[src/adcseq_pkg.sv]
// Package for the conversion sequencer: register map, field positions, reset
// values, timing counts, bus and analog carriers, and shared address decoders.
// Assumes an 8-bit register port and one system clock where one state is one cycle.
package adcseq_pkg;

  localparam int RES_BITS = 10;
  localparam int NUM_CH = 4;

  // Register offsets on the 8-bit register port.
  localparam logic [7:0] OFS_RES0_LOW = 8'h60;
  localparam logic [7:0] OFS_RES0_HIGH = 8'h61;
  localparam logic [7:0] OFS_RES1_LOW = 8'h62;
  localparam logic [7:0] OFS_RES1_HIGH = 8'h63;
  localparam logic [7:0] OFS_RES2_LOW = 8'h64;
  localparam logic [7:0] OFS_RES2_HIGH = 8'h65;
  localparam logic [7:0] OFS_RES3_LOW = 8'h66;
  localparam logic [7:0] OFS_RES3_HIGH = 8'h67;
  localparam logic [7:0] OFS_MODE = 8'h68;
  localparam logic [7:0] OFS_RATE = 8'h69;
  localparam logic [7:0] OFS_IRQ_CTRL = 8'h6A;

  // Field positions in converter_mode_reg.
  localparam int MODE_SEL_LSB = 0;
  localparam int MODE_LAUNCH = 2;
  localparam int MODE_RUN = 3;
  localparam int MODE_SCAN = 4;
  localparam int MODE_REPEAT = 5;
  localparam int MODE_BUSY = 6;
  localparam int MODE_END = 7;
  // Field positions in conv_irq_ctrl_reg.
  localparam int IRQ_LEVEL_LSB = 0;
  localparam int IRQ_PEND = 3;

  // Values after reset, and the fill bits of a result low byte.
  localparam logic [1:0] SEL_RST = 2'h0;
  localparam logic [1:0] RATE_RST = 2'h0;
  localparam logic [2:0] LEVEL_RST = 3'h0;
  localparam logic [5:0] LOW_FILL = 6'h3F;

  // One conversion at the fastest rate, in states (one state is one sys_clk cycle).
  localparam int CONV_STATES = 160;
  localparam int STATE_NS = 8;

  typedef struct packed {
    logic [7:0] addr;
    logic [7:0] wdata;
    logic wr;
    logic rd;
  } adcseq_bus_t;

  typedef struct packed {
    logic [RES_BITS-1:0] tap;
    logic [1:0] chan;
    logic enable;
  } adcseq_ana_t;

  typedef enum logic {
    ST_IDLE = 1'b0,
    ST_CONV = 1'b1
  } adcseq_state_t;

  function automatic logic is_result_addr(input logic [7:0] a);
    return a[7:3] == OFS_RES0_LOW[7:3];
  endfunction

  function automatic logic is_high_addr(input logic [7:0] a);
    return is_result_addr(a) && a[0];
  endfunction

endpackage

[src/adcseq_core.sv]
// Conversion sequencer: mode register, successive-approximation control and
// per-input result storage for a four-input 10-bit converter.
// Assumes an external comparator that answers comp_above for the tap it is given
// within the same step, and a register master that never needs wait states.
//
// Added by the designer: the address-and-strobe port.
`timescale 1ns/1ps

// Function
// - Ten-bit successive approximation over four inputs.
// - Compare input against 1024-step reference taps.
// - Fixed mode converts the selected input only.
// - Scan ascends from input 0 to select.
// - Reset clears input_select to zero.
// - Launch write starts conversion, sets busy.
// - Relaunch abandons conversion, scan restarts at 0.
// - Repeat and scan bits pick four modes.
// - Scan repeat wraps to input 0 forever.
// - Four speeds chosen by rate_select.
// - High speed conversion takes 160 states.
// - Reset clears run control, high speed selected.
// - Single end sets end flag, irq, clears busy.
// - Clearing repeat finishes current conversion first.
// - Halt stops conversion at once, no resume.
// - Separate result per input, overwritten each time.
// - Low byte: two LSBs high, rest ones.
// - High byte holds result bits nine to two.
// - Result bytes are read-only.
// - High byte read clears pending and end flag.
module adcseq_core
  import adcseq_pkg::*;
#(
  parameter int CONV_CYCLES = CONV_STATES
) (
  input wire logic sys_clk,
  input wire logic nrst,
  input wire adcseq_bus_t bus,
  output logic [7:0] rdata,
  input wire logic comp_above,
  input wire logic halt_req,
  output adcseq_ana_t ana,
  output logic conversion_done_irq
);

  localparam int STEP_BASE = CONV_CYCLES / RES_BITS;
  localparam logic [7:0] STEP_LEN0 = 8'(STEP_BASE);

  // The slowest rate shifts the step length left by three; the check allows up to 16,
  // though an eight-bit step counter could serve up to 31 (31 shifted by three is 248).
  generate
    if (CONV_CYCLES % RES_BITS != 0 || STEP_BASE < 1 || STEP_BASE > 16) begin : g_bad_cycles
      $error("CONV_CYCLES must be a multiple of 10 with 1 to 16 cycles per step");
    end
  endgenerate

  adcseq_state_t state, next_state;
  logic [1:0] input_select, next_input_select;
  logic converter_run_control, next_converter_run_control;
  logic scan_select, next_scan_select;
  logic repeat_select, next_repeat_select;
  logic conv_busy_flag, next_conv_busy_flag;
  logic end_flag, next_end_flag;
  logic [1:0] rate_select, next_rate_select;
  logic [2:0] irq_level, next_irq_level;
  logic conv_irq_pending, next_conv_irq_pending;
  logic [1:0] chan, next_chan;
  logic [RES_BITS-1:0] approx, next_approx;
  logic [3:0] bit_idx, next_bit_idx;
  logic [7:0] step_cnt, next_step_cnt;
  logic [RES_BITS-1:0] result [NUM_CH];
  logic [RES_BITS-1:0] next_result [NUM_CH];
  logic [7:0] next_rdata;
  logic [10:0] conv_age, next_conv_age;

  logic wr_mode, launch, abort, hi_read, step_end, conv_end, last_chan, done_single;
  logic [7:0] step_len;
  logic [RES_BITS-1:0] trial, resolved;

  function automatic logic [RES_BITS-1:0] bit_mask(input logic [3:0] idx);
    return 10'h200 >> idx;
  endfunction

  assign wr_mode = bus.wr && bus.addr == OFS_MODE;
  assign launch = wr_mode && bus.wdata[MODE_LAUNCH];
  // Clearing run control stops the comparator, unless the same write relaunches.
  assign abort = halt_req || (wr_mode && !bus.wdata[MODE_RUN] && !launch);
  assign hi_read = bus.rd && is_high_addr(bus.addr);
  assign step_len = STEP_LEN0 << rate_select;
  assign step_end = state == ST_CONV && step_cnt == step_len - 8'h01;
  assign conv_end = step_end && bit_idx == 4'(RES_BITS - 1);
  assign trial = approx | bit_mask(bit_idx);
  assign resolved = comp_above ? trial : approx;
  assign last_chan = !scan_select || chan == input_select;
  assign done_single = conv_end && last_chan && !repeat_select && !abort && !launch;

  // Sequencer and mode state.
  always_comb begin
    next_state = state;
    next_input_select = input_select;
    next_converter_run_control = converter_run_control;
    next_scan_select = scan_select;
    next_repeat_select = repeat_select;
    next_conv_busy_flag = conv_busy_flag;
    next_rate_select = rate_select;
    next_irq_level = irq_level;
    next_chan = chan;
    next_approx = approx;
    next_bit_idx = bit_idx;
    next_step_cnt = step_cnt;
    next_conv_age = conv_age + 11'h001;
    next_result = result;
    if (wr_mode) begin
      next_input_select = bus.wdata[MODE_SEL_LSB +: 2];
      next_converter_run_control = bus.wdata[MODE_RUN];
      next_scan_select = bus.wdata[MODE_SCAN];
      next_repeat_select = bus.wdata[MODE_REPEAT];
    end
    if (bus.wr && bus.addr == OFS_RATE) begin
      next_rate_select = bus.wdata[1:0];
    end
    if (bus.wr && bus.addr == OFS_IRQ_CTRL) begin
      next_irq_level = bus.wdata[IRQ_LEVEL_LSB +: 3];
    end
    if (state == ST_CONV) begin
      next_step_cnt = step_end ? 8'h00 : step_cnt + 8'h01;
      if (step_end) begin
        next_approx = resolved;
        next_bit_idx = bit_idx + 4'h1;
      end
    end
    if (conv_end) begin
      next_result[chan] = resolved;
      next_approx = '0;
      next_bit_idx = 4'h0;
      next_conv_age = 11'h000;
      if (!last_chan) begin
        next_chan = chan + 2'h1;
      end else if (repeat_select) begin
        // Repeat is sampled only here, so clearing it lets this conversion finish.
        next_chan = scan_select ? 2'h0 : input_select;
      end else begin
        next_state = ST_IDLE;
        next_conv_busy_flag = 1'b0;
      end
    end
    if (launch) begin
      next_state = ST_CONV;
      next_conv_busy_flag = 1'b1;
      next_chan = bus.wdata[MODE_SCAN] ? 2'h0 : bus.wdata[MODE_SEL_LSB +: 2];
      next_approx = '0;
      next_bit_idx = 4'h0;
      next_step_cnt = 8'h00;
      next_conv_age = 11'h000;
    end
    if (abort) begin
      // A halted conversion is dropped; release does not restart it.
      next_state = ST_IDLE;
      next_conv_busy_flag = 1'b0;
      next_approx = '0;
      next_bit_idx = 4'h0;
      next_step_cnt = 8'h00;
    end
  end

  always_ff @(posedge sys_clk or negedge nrst) begin
    if (!nrst) begin
      state <= ST_IDLE;
      input_select <= SEL_RST;
      converter_run_control <= 1'b0;
      scan_select <= 1'b0;
      repeat_select <= 1'b0;
      conv_busy_flag <= 1'b0;
      rate_select <= RATE_RST;
      irq_level <= LEVEL_RST;
      chan <= 2'h0;
      approx <= '0;
      bit_idx <= 4'h0;
      step_cnt <= 8'h00;
      conv_age <= 11'h000;
      for (int i = 0; i < NUM_CH; i++) begin
        result[i] <= '0;
      end
    end else begin
      state <= next_state;
      input_select <= next_input_select;
      converter_run_control <= next_converter_run_control;
      scan_select <= next_scan_select;
      repeat_select <= next_repeat_select;
      conv_busy_flag <= next_conv_busy_flag;
      rate_select <= next_rate_select;
      irq_level <= next_irq_level;
      chan <= next_chan;
      approx <= next_approx;
      bit_idx <= next_bit_idx;
      step_cnt <= next_step_cnt;
      conv_age <= next_conv_age;
      result <= next_result;
    end
  end

  // Completion flags: a completion in the same cycle as a high-byte read wins.
  always_comb begin
    next_end_flag = end_flag;
    next_conv_irq_pending = conv_irq_pending;
    if (hi_read) begin
      next_end_flag = 1'b0;
      next_conv_irq_pending = 1'b0;
    end
    if (done_single) begin
      next_end_flag = 1'b1;
      next_conv_irq_pending = 1'b1;
    end
  end

  always_ff @(posedge sys_clk or negedge nrst) begin
    if (!nrst) begin
      end_flag <= 1'b0;
      conv_irq_pending <= 1'b0;
    end else begin
      end_flag <= next_end_flag;
      conv_irq_pending <= next_conv_irq_pending;
    end
  end

  // Read port; results are decoded only for reads, so writes cannot reach them.
  always_comb begin
    next_rdata = 8'h00;
    if (bus.rd) begin
      if (is_result_addr(bus.addr)) begin
        if (bus.addr[0]) begin
          next_rdata = result[bus.addr[2:1]][9:2];
        end else begin
          next_rdata = {result[bus.addr[2:1]][1:0], LOW_FILL};
        end
      end else if (bus.addr == OFS_MODE) begin
        next_rdata = {end_flag, conv_busy_flag, repeat_select, scan_select,
                      converter_run_control, 1'b0, input_select};
      end else if (bus.addr == OFS_RATE) begin
        next_rdata = {6'h00, rate_select};
      end else if (bus.addr == OFS_IRQ_CTRL) begin
        next_rdata = {4'h0, conv_irq_pending, irq_level};
      end
    end
  end

  always_ff @(posedge sys_clk or negedge nrst) begin
    if (!nrst) begin
      rdata <= 8'h00;
    end else begin
      rdata <= next_rdata;
    end
  end

  assign ana.tap = trial;
  assign ana.chan = chan;
  assign ana.enable = state == ST_CONV;
  // Level zero keeps the request off, as software does during repeat operation.
  assign conversion_done_irq = conv_irq_pending && irq_level != 3'h0;

  a_launch_sets_busy: assert property (@(posedge sys_clk) disable iff (!nrst)
    launch && !halt_req |=> conv_busy_flag && state == ST_CONV && bit_idx == 4'h0)
    else $error("launch did not start a conversion");

  a_fast_conv_len: assert property (@(posedge sys_clk) disable iff (!nrst)
    conv_end && rate_select == 2'h0 |-> conv_age == 11'(CONV_CYCLES - 1))
    else $error("fast conversion length wrong");

  a_single_done: assert property (@(posedge sys_clk) disable iff (!nrst)
    done_single |=> end_flag && conv_irq_pending && !conv_busy_flag && state == ST_IDLE)
    else $error("single completion flags wrong");

  a_start_chan: assert property (@(posedge sys_clk) disable iff (!nrst)
    launch && !halt_req |=> chan == (scan_select ? 2'h0 : input_select))
    else $error("conversion started on wrong input");

  a_scan_next: assert property (@(posedge sys_clk) disable iff (!nrst)
    conv_end && !last_chan && !launch && !abort |=> chan == $past(chan) + 2'h1 && conv_busy_flag)
    else $error("scan did not advance");

  a_scan_wrap: assert property (@(posedge sys_clk) disable iff (!nrst)
    conv_end && scan_select && last_chan && repeat_select && !launch && !abort
    |=> chan == 2'h0 && state == ST_CONV)
    else $error("scan repeat did not wrap");

  a_result_store: assert property (@(posedge sys_clk) disable iff (!nrst)
    conv_end && !launch && !abort |=> result[$past(chan)] == $past(resolved))
    else $error("result not stored");

  a_halt_stop: assert property (@(posedge sys_clk) disable iff (!nrst)
    halt_req |=> !conv_busy_flag ##1 (state == ST_IDLE || $past(launch)))
    else $error("halt did not stop conversion");

  a_high_read_clr: assert property (@(posedge sys_clk) disable iff (!nrst)
    hi_read && !done_single |=> !end_flag && !conv_irq_pending)
    else $error("high byte read did not clear flags");

  a_low_fill: assert property (@(posedge sys_clk) disable iff (!nrst)
    bus.rd && is_result_addr(bus.addr) && !bus.addr[0] |=> rdata[5:0] == LOW_FILL)
    else $error("low byte filler wrong");

  a_ro_results: assert property (@(posedge sys_clk) disable iff (!nrst)
    bus.wr && is_result_addr(bus.addr) && !conv_end |=> result[0] == $past(result[0])
    && result[1] == $past(result[1]) && result[2] == $past(result[2])
    && result[3] == $past(result[3]))
    else $error("write changed a result");

  a_step_msb: assert property (@(posedge sys_clk) disable iff (!nrst)
    state == ST_CONV && bit_idx == 4'h0 && step_cnt == 8'h00 |-> ana.tap == 10'h200)
    else $error("first trial is not the top bit");

  a_reset_values: assert property (@(posedge sys_clk)
    $rose(nrst) |-> input_select == SEL_RST && !converter_run_control && rate_select == RATE_RST)
    else $error("mode fields not at reset values");

  a_relaunch_scan: assert property (@(posedge sys_clk) disable iff (!nrst)
    state == ST_CONV && launch && !halt_req && bus.wdata[MODE_SCAN]
    |=> chan == 2'h0 && step_cnt == 8'h00 && bit_idx == 4'h0 && state == ST_CONV)
    else $error("relaunch did not restart the scan");

  a_repeat_exit: assert property (@(posedge sys_clk) disable iff (!nrst)
    wr_mode && !bus.wdata[MODE_REPEAT] && !launch && !abort && state == ST_CONV && !conv_end
    |=> state == ST_CONV && conv_busy_flag)
    else $error("leaving repeat abandoned the conversion");

  a_fixed_repeat: assert property (@(posedge sys_clk) disable iff (!nrst)
    conv_end && !scan_select && repeat_select && !launch && !abort
    |=> state == ST_CONV && chan == $past(input_select))
    else $error("fixed repeat did not continue");

  a_high_byte: assert property (@(posedge sys_clk) disable iff (!nrst)
    bus.rd && is_high_addr(bus.addr) |=> rdata == $past(result[bus.addr[2:1]][9:2]))
    else $error("high byte read data wrong");

  a_end_hold: assert property (@(posedge sys_clk) disable iff (!nrst)
    end_flag && !hi_read |=> end_flag)
    else $error("end flag cleared without a high byte read");

  a_busy_state: assert property (@(posedge sys_clk) disable iff (!nrst)
    conv_busy_flag == (state == ST_CONV))
    else $error("busy flag disagrees with conversion state");

  a_idle_stays: assert property (@(posedge sys_clk) disable iff (!nrst)
    state == ST_IDLE && !launch |=> state == ST_IDLE)
    else $error("conversion resumed without a launch");

  a_bit_advance: assert property (@(posedge sys_clk) disable iff (!nrst)
    step_end && !conv_end && !launch && !abort
    |=> bit_idx == $past(bit_idx) + 4'h1 && step_cnt == 8'h00)
    else $error("approximation step did not advance");

endmodule // adcseq_core

[config.mk]
export PLATFORM = sky130hd
export DESIGN_NAME = adcseq_core
export DESIGN_NICKNAME = d
export VERILOG_FILES = /design/src/adcseq_pkg.sv /design/src/adcseq_core.sv
export SDC_FILE = /design/constraint.sdc
export NUM_CORES = 1
export LEC_CHECK = 0
export BUFFER_PORTS_ARGS = -buffer_cell sky130_fd_sc_hd__buf_4
export CORE_UTILIZATION = 40
export DETAILED_ROUTE_END_ITERATION = 10
export PLACE_DENSITY = 0.68
export SKIP_CTS_REPAIR_TIMING = 1
export SLEW_MARGIN = 15
export SYNTH_ARGS = -nofsm -noshare
export SYNTH_HDL_FRONTEND = slang
export SYNTH_SLANG_ARGS = --single-unit
[constraint.sdc]
create_clock -name sys_clk -period 3.2 [get_ports sys_clk]
set_clock_uncertainty 0.1 [all_clocks]
set_input_delay 0.32 -clock sys_clk [delete_from_list [all_inputs] [get_ports sys_clk]]
set_output_delay 0.32 -clock sys_clk [all_outputs]
set_load 0.01 [all_outputs]
==> results of run 1 <==
[cell type report]
cell class	instances	area share (%)
flip-flops and latches	84	44.1
well taps	133	3.49
inverters	9	0.709
clock buffers	12	3.04
clock inverters	2	1.26
repair buffers	45	7.09
multi-input cells	299	40.3
[cells in the mapped netlist (4+ instances only)]
cell type / instances / area share [%]
mux2_2: 6 / 1.6
inv_1: 9 / 0.81
a31oi_1: 10 / 1.5
nand3_1: 6 / 0.72
o2111ai_1: 5 / 1.1
nor2_1: 26 / 2.3
nand2b_1: 5 / 0.75
nor3_1: 9 / 1.1
nand2_1: 76 / 6.9
a21o_1: 9 / 1.6
xor2_1: 5 / 1.1
o21ai_0: 12 / 1.4
o21ai_1: 41 / 4.9
clkbuf_1: 12 / 1.1
dfrtp_1: 84 / 50
a21oi_1: 15 / 1.8
and2_1: 4 / 0.60
ha_1: 11 / 3.3
mux4_2: 10 / 5.4
nor2b_1: 8 / 1.2
buf_2: 6 / 0.72
[kinds of logic (layout without fill, tap and decap cells)]
group,count (synthesis),after routing
xor gates and xnor gates,8,8
buffers and inverters,31,68
muxes,16,16
AOI/OAI and AO/OA,113,113
and+or+nand+nor,151,151
adders and majority gates,11,11
DFF,84,84
[worst max path at each step]
stage	end	slack [ps]	cells after the start
after floorplan	approx[9]	1270	7
after global placement	approx[7]	910	6
after detailed placement	approx[4]	860	6
after CTS	approx[1]	850	5
after global routing	approx[1]	620	5
final	approx[1]	850	5
[layer usage]
layer / up-vias / wire length, µm / track usage [%]
met4: 0 / 106 / 6.33
li1: 1522 / - / -
met2: 68 / 4290 / 29.2
met1: 1461 / 4240 / 25.2
met3: 8 / 395 / 4.07
met5: - / 0 / 0
[registers in the layout, summed over array words and instances, names as in the netlist]
| signal | flops |
|---|---|
| scan_select | 1 |
| repeat_select | 1 |
| rdata | 8 |
| step_cnt | 8 |
| result | 40 |
| conv_busy_flag | 1 |
| bit_idx | 4 |
| rate_select | 2 |
| converter_run_control | 1 |
| irq_level | 3 |
| chan | 2 |
| input_select | 2 |
| approx | 10 |
| conv_irq_pending | 1 |
[power by group]
part	internal [mW]	total [mW]	leakage, nW	switching (mW)
clock	0.453	0.802	0.103	0.349
sequential	1.07	1.09	0.942	0.0140
combinational	0.0436	0.111	1.15	0.0669
[through the flow]
stage / area (µm²) / setup slack, ps / hold WS (ps) / cells
2_1_floorplan: 4160 / 1270 / -75.6 / 414
3_5_place_dp: 4560 / 864 / 371 / 570
3_3_place_gp: 4560 / 909 / 363 / 570
5_1_grt: 4770 / 618 / 32.7 / 584
4_1_cts: 4770 / 851 / 17.9 / 584
6_report: 4770 / 852 / 19.3 / 584
==> metrics.md, run 1 <==
| Metric | Value |
|---|---|
| 1st-pass router iterations | 5 |
| Number of cells on the worst reg-to-reg path | 5 |
| Wire length after detailed routing | 9.03 mm |
| CTS Buffer Depth | 2 |
| Fin crit share | about 73% |
| Mux cell area share after synthesis | 7.03% |
| Launch point of the worst reg-to-reg path | conv_busy_flag |
| DIE AREA | 0.0108 mm² |
| Total negative slack | 0 ps |
| Total power per unit cell area | 419 mW/mm² |
| FF+latch count, synth | 84 |
| GR Util All Layers | 18.5% |
| Total power of the final layout | 2.00 mW |
| H-tree levels | 3 |
| Floorplan core area | 0.00991 mm² |
| Unrepaired setup endpoints after global routing | false |
| Standby leakage power | ~2.2 nW |
| Post-DR vias/cell | ~5.2 |
| Post-synthesis compound-gate area fraction | around 17% |
| Max-cap violation count | 0 |
| Fillers | 943 |
| TritonCTS clock tree | built |
| Detailed-placement wirelength estimate | ~6.4 mm |
| Detail-routed net length per standard cell | between 15 and 20 µm |
| Xor/xnor cell area share of the yosys netlist | 1.68% |
| Reg-to-reg endpoint | approx[1] |
| Drt initial violations | 142 |
| Effective utilization at floorplan | 42.0% |
| Total via count after detailed routing | 3059 |
| Run status | complete, no violations |
| YS warnings | 0 |
| Number of diodes | 0 |
| Actual slew at the worst max-slew pin | ~1000 ps |
| Latest clock arrival within the worst-skew pair | around 350 ps |
| Final design utilization | between 40% and 50% |
| Die height | 104 µm |
| Number of library cell types mapped by synthesis | 52 |
| Area growth from synthesis to layout | 14.5% |
| Syn Nets | 447 |
| Layout net count | just under 500 |
| Peak supply drop | between 0.0002 and 0.00025 V |
| Via count of the first global-routing pass | a little over 3000 |
| Crit path from | conv_busy_flag |
| Count of input and output buffers | 41 |
| Overall die width | approximately 100 µm |
| Proportion of synthesized chip area in sequential cells | 50.5% |
| Worst stage delay on the critical path | 610 ps |
| Data arrival, critical path | 2460 ps |
| Final setup violation count | 0 |
| Number of remaining DRC errors | 0 |
| Area used by multi-input combinational logic | around 0.0019 mm² |
| Minimum setup slack among reg-to-reg paths | 850 ps |
| Io pins | 44 |
| Dominant register cell in the synthesized netlist | dfrtp_1 |
| Commonest non-fill, non-tap cell in the layout | dfrtp_1 |
| Clock buffer count from CTS | 9 |
| Type of the worst min-delay path | in -> async |
| Maximum number of pins on one net before global-route repair | 85 |
| Global-route wire length before repair | between 15 and 20 mm |
| Async S/R FF share, synth | 100% |
| Maximum fanout encountered on the critical timing path | 11 |
| Area of the mapped netlist | 0.00416 mm² |
| Register area | 0.00210 mm² |
| Combinational family with the most area after synthesis | simple AND/OR/NAND/NOR gates |
| CP max-delay cell | dfrtp_1 |
| Global placer's final weighted congestion | 0.795 |
| Number of sinks on the clock net | 84 |
| Worst-path cell chain | nand4_4 > nor4_4 > o21a_1 > a21o_1 > nor3_1 |
| Bufs and invs on worst path | 0 |
| Clock period minus final worst setup slack | 2350 ps |
| Path type of the worst setup path | reg -> reg |
| Pins Over Slew Limit | 0 |
| Adder-cell share of the synthesized area | approximately 3.3% |
| Area share of and/or/nand/nor cells after synthesis | about 17% |
| Leading cell types in the layout, fill and taps excluded | 84 x dfrtp_1, 76 x nand2_1, 45 x buf_4 |
| Largest delay contributor family on the critical path | compound AO/OA/AOI/OAI gates |
| Clock transition at the registers of the reported paths | ~80 ps |
| Total global routing overflow | 0 |
| Fraction of final layout cells with drive strength greater than 1 | 18.4% |
| Number of rows created at floorplan | 36 |
| Post-route ant nets | 0 |
| Antenna violations before repair | 0 |
| Final count of hold timing violations | 0 |
| CP startpoint kind | flip-flop |
| Headroom to the max-slew limit | 31.1% |
| CP Capture Type | flip-flop |
| Library cell used as clock root buffer | clkbuf_8 |
| Syn Inst Count | around 410 |
| Synth Area per Inst | 10.1 µm² |
| CP Data Required Time | 3310 ps |
| Count of flip-flops with a built-in enable after synthesis | 0 |
| Fmax | 0.426 GHz |
No activity file was read; power rests on OpenSTA's default activity.
==> run 2, diff against run 1 <==
Settings changed: PLACE_DENSITY 0.68 to 0.7.
Clock period 3.2 ns to 2 ns, I/O delays scaled along.
==> run 2 against run 1 <==
The flow now finishes with violations (negative setup slack); sequential share of layout area down 2.6 points; sequential cell count unchanged; design area increased by 6.4%; via count grew 5.1%; routed wire length grew 4.7%; clock power is 57% higher; combinational power up 85%; die area did not move; core utilization is 3.1 points higher; sequential power grew 59%; first-iteration DRC count is 28% higher; final cell count up 5.5%; highest routed layer unchanged.
==> metrics.md, run 2 (same netlist as run 1, synthesis figures left out) <==
| Metric | Value |
|---|---|
| Path type of the worst setup path | reg -> out |
| Floorplan core area | 0.00991 mm² (unchanged) |
| Unrepaired setup endpoints after global routing | true |
| Library cell used as clock root buffer | clkbuf_8 |
| Effective utilization at floorplan | 42.0% (unchanged) |
| Post-route ant nets | 0 (unchanged) |
| Flip-flop count of the largest register after layout | 40 (unchanged) |
| Global placer's final weighted congestion | 0.814 (+2.4%) |
| Maximum fanout encountered on the critical timing path | 4 (-7) |
| Global-route wire length before repair | 15.7 mm (about the same) |
| Detail-routed net length per standard cell | 15.4 µm (-0.73%) |
| H-tree levels | 3 (unchanged) |
| Drt initial violations | 182 (+28%) |
| 1st-pass router iterations | 5 (unchanged) |
| Final setup violation count | 1 (+1) |
| Headroom to the max-slew limit | 57.5% (+26 points) |
| Fraction of final layout cells with drive strength greater than 1 | 23.6% (+5.2 points) |
| Overall die width | 104 µm (unchanged) |
| Run status | finished with violations |
| Fin crit share | 100% |
| Count of input and output buffers | 41 (unchanged) |
| Die height | 104 µm (unchanged) |
| Io pins | 44 (unchanged) |
| Final count of hold timing violations | 0 (unchanged) |
| Terminating pin of the worst hold path | rdata[2] |
| Number of cells on the worst hold path | 2 |
| Number of cells on the worst reg-to-reg path | 7 (+2) |
| Leading cell types in the layout, fill and taps excluded | 84 x dfrtp_1, 76 x nand2_1, 65 x buf_4 |
| GR Util All Layers | 18.5% (+0.024 points) |
| Number of diodes | 0 (unchanged) |
| Total via count after detailed routing | 3215 (+5.1%) |
| DIE AREA | 0.0108 mm² (unchanged) |
| Layout net count | 511 (+6.2%) |
| Post-DR vias/cell | 5.22 (-0.36%) |
| Commonest non-fill, non-tap cell in the layout | dfrtp_1 |
| Wire length after detailed routing | 9.46 mm (+4.7%) |
| Number of sinks on the clock net | 84 (unchanged) |
| Clock transition at the registers of the reported paths | 90 ps (about the same) |
| Pins Over Slew Limit | 0 (unchanged) |
| Failing checks | negative setup slack |
| Pre-CTS setup slack | -8.52 ps (-872 ps) |
| WHS | 9.16 ps (-10.2 ps) |
| CTS Buffer Depth | 2 (unchanged) |
| Latest clock arrival within the worst-skew pair | 360 ps (about the same) |
| Detailed-placement wirelength estimate | 6.72 mm (+5.7%) |
| Minimum setup slack among reg-to-reg paths | 120 ps (-730 ps) |
| Hold Path Origin | bus[0] |
| Reg-to-reg endpoint | approx[9] |
| Registers with the highest flip-flop counts | result: 40 flops, approx: 10 flops |
| Peak supply drop | 0.000337 V (+58%) |
| Via count of the first global-routing pass | 3077 (-0.74%) |
| Register containing the most flip-flops in the final layout | result |
| TritonCTS clock tree | built |
| Clock buffer count from CTS | 9 (unchanged) |
| Total global routing overflow | 0 (unchanged) |
| Final setup margin | -7.70 ps (-860 ps) |
| Number of remaining DRC errors | 0 (unchanged) |
| Post-placement cell area | 0.00472 mm² (+3.6%) |
| Total power per unit cell area | 632 mW/mm² (+51%) |
| Number of rows created at floorplan | 36 (unchanged) |
| Type of the worst min-delay path | in -> reg |
| Max-cap violation count | 0 (unchanged) |
| Fmax | 0.498 GHz |
| Final non-filler cell area | 0.00507 mm² (+6.4%) |
| Actual slew at the worst max-slew pin | 635 ps (-399 ps) |
| Maximum number of pins on one net before global-route repair | 47 (-45%) |
| Area growth from synthesis to layout | 21.8% |
| Clock period minus final worst setup slack | 2010 ps |
| Antenna violations before repair | 0 (unchanged) |
| Data arrival, critical path | 1710 ps (-750 ps) |
| Launch point of the worst reg-to-reg path | step_cnt[0] |
| CP startpoint kind | flip-flop |
| Standby leakage power | 2.34 nW (+6.6%) |
| CP Capture Type | primary output |
| CP Data Required Time | 1700 ps (-1610 ps) |
## run 2: changes by cell type in the layout (fill, tap and decap cells not counted), sizes merged
| cell | delta |
|---|---|
| buf | +23 |
| bufinv | -1 |
| clkbuf | -2 |
| clkinv | +1 |
| clkinvlp | +2 |
| dlygate4sd3 | +7 |
| inv | +2 |
## run 2: layout make-up
type                            instances  area, µm²
Tap cell                              133        166
Fill cell                             880       4840
Multi-Input combinational cell        299       1960
Sequential cell                        84       2100
Clock buffer                           10        138
Clock inverter                          6       70.1
Timing Repair Buffer                   75        601
Inverter                                9       33.8
## run 2: worst max-delay path, cell delays in order (launching register included)
cell	delay (ps)
dfrtp_1	390
buf_6	130
ha_4	150
ha_1	160
nor2b_1	140
or2_4	240
buf_4	140
## run 2: how the worst max path moves through the flow
stage,endpoint,slack (ps),from
2_1_floorplan,approx[9],70,step_cnt[0]
3_3_place_gp,bit_idx[3],30,step_cnt[0]
3_5_place_dp,approx[9],-9,step_cnt[0]
4_1_cts,ana[9],-130,bit_idx[1]
5_1_grt,ana[9],-80,bit_idx[1]
6_report,ana[9],-8,bit_idx[1]
## run 2: power breakdown
part	switching, mW	internal [mW]
combinational	0.115	0.0899
sequential	0.0207	1.71
clock	0.642	0.622
total	0.778	2.42
## run 2: layer usage
| layer | vias up | wire length, µm | GRT usage [%] |
|---|---|---|---|
| met3 | 7 | 411 | 4.89 |
| met1 | 1537 | 4350 | 24.9 |
| met5 | - | 0 | 0 |
| met2 | 81 | 4620 | 30.3 |
| li1 | 1590 | - | - |
| met4 | 0 | 80 | 3.67 |
## run 2: stage by stage
step	cells	power, mW	setup TNS (ps)	util (%)
finish	616	3.20	-7.70	51.2
global route	616	3.33	-96.5	51.2
CTS	606	3.21	-355	49.8
detailed placement	590	1.96	-12.4	47.7
global placement	590	1.96	0	47.7
floorplan	414	1.85	0	-
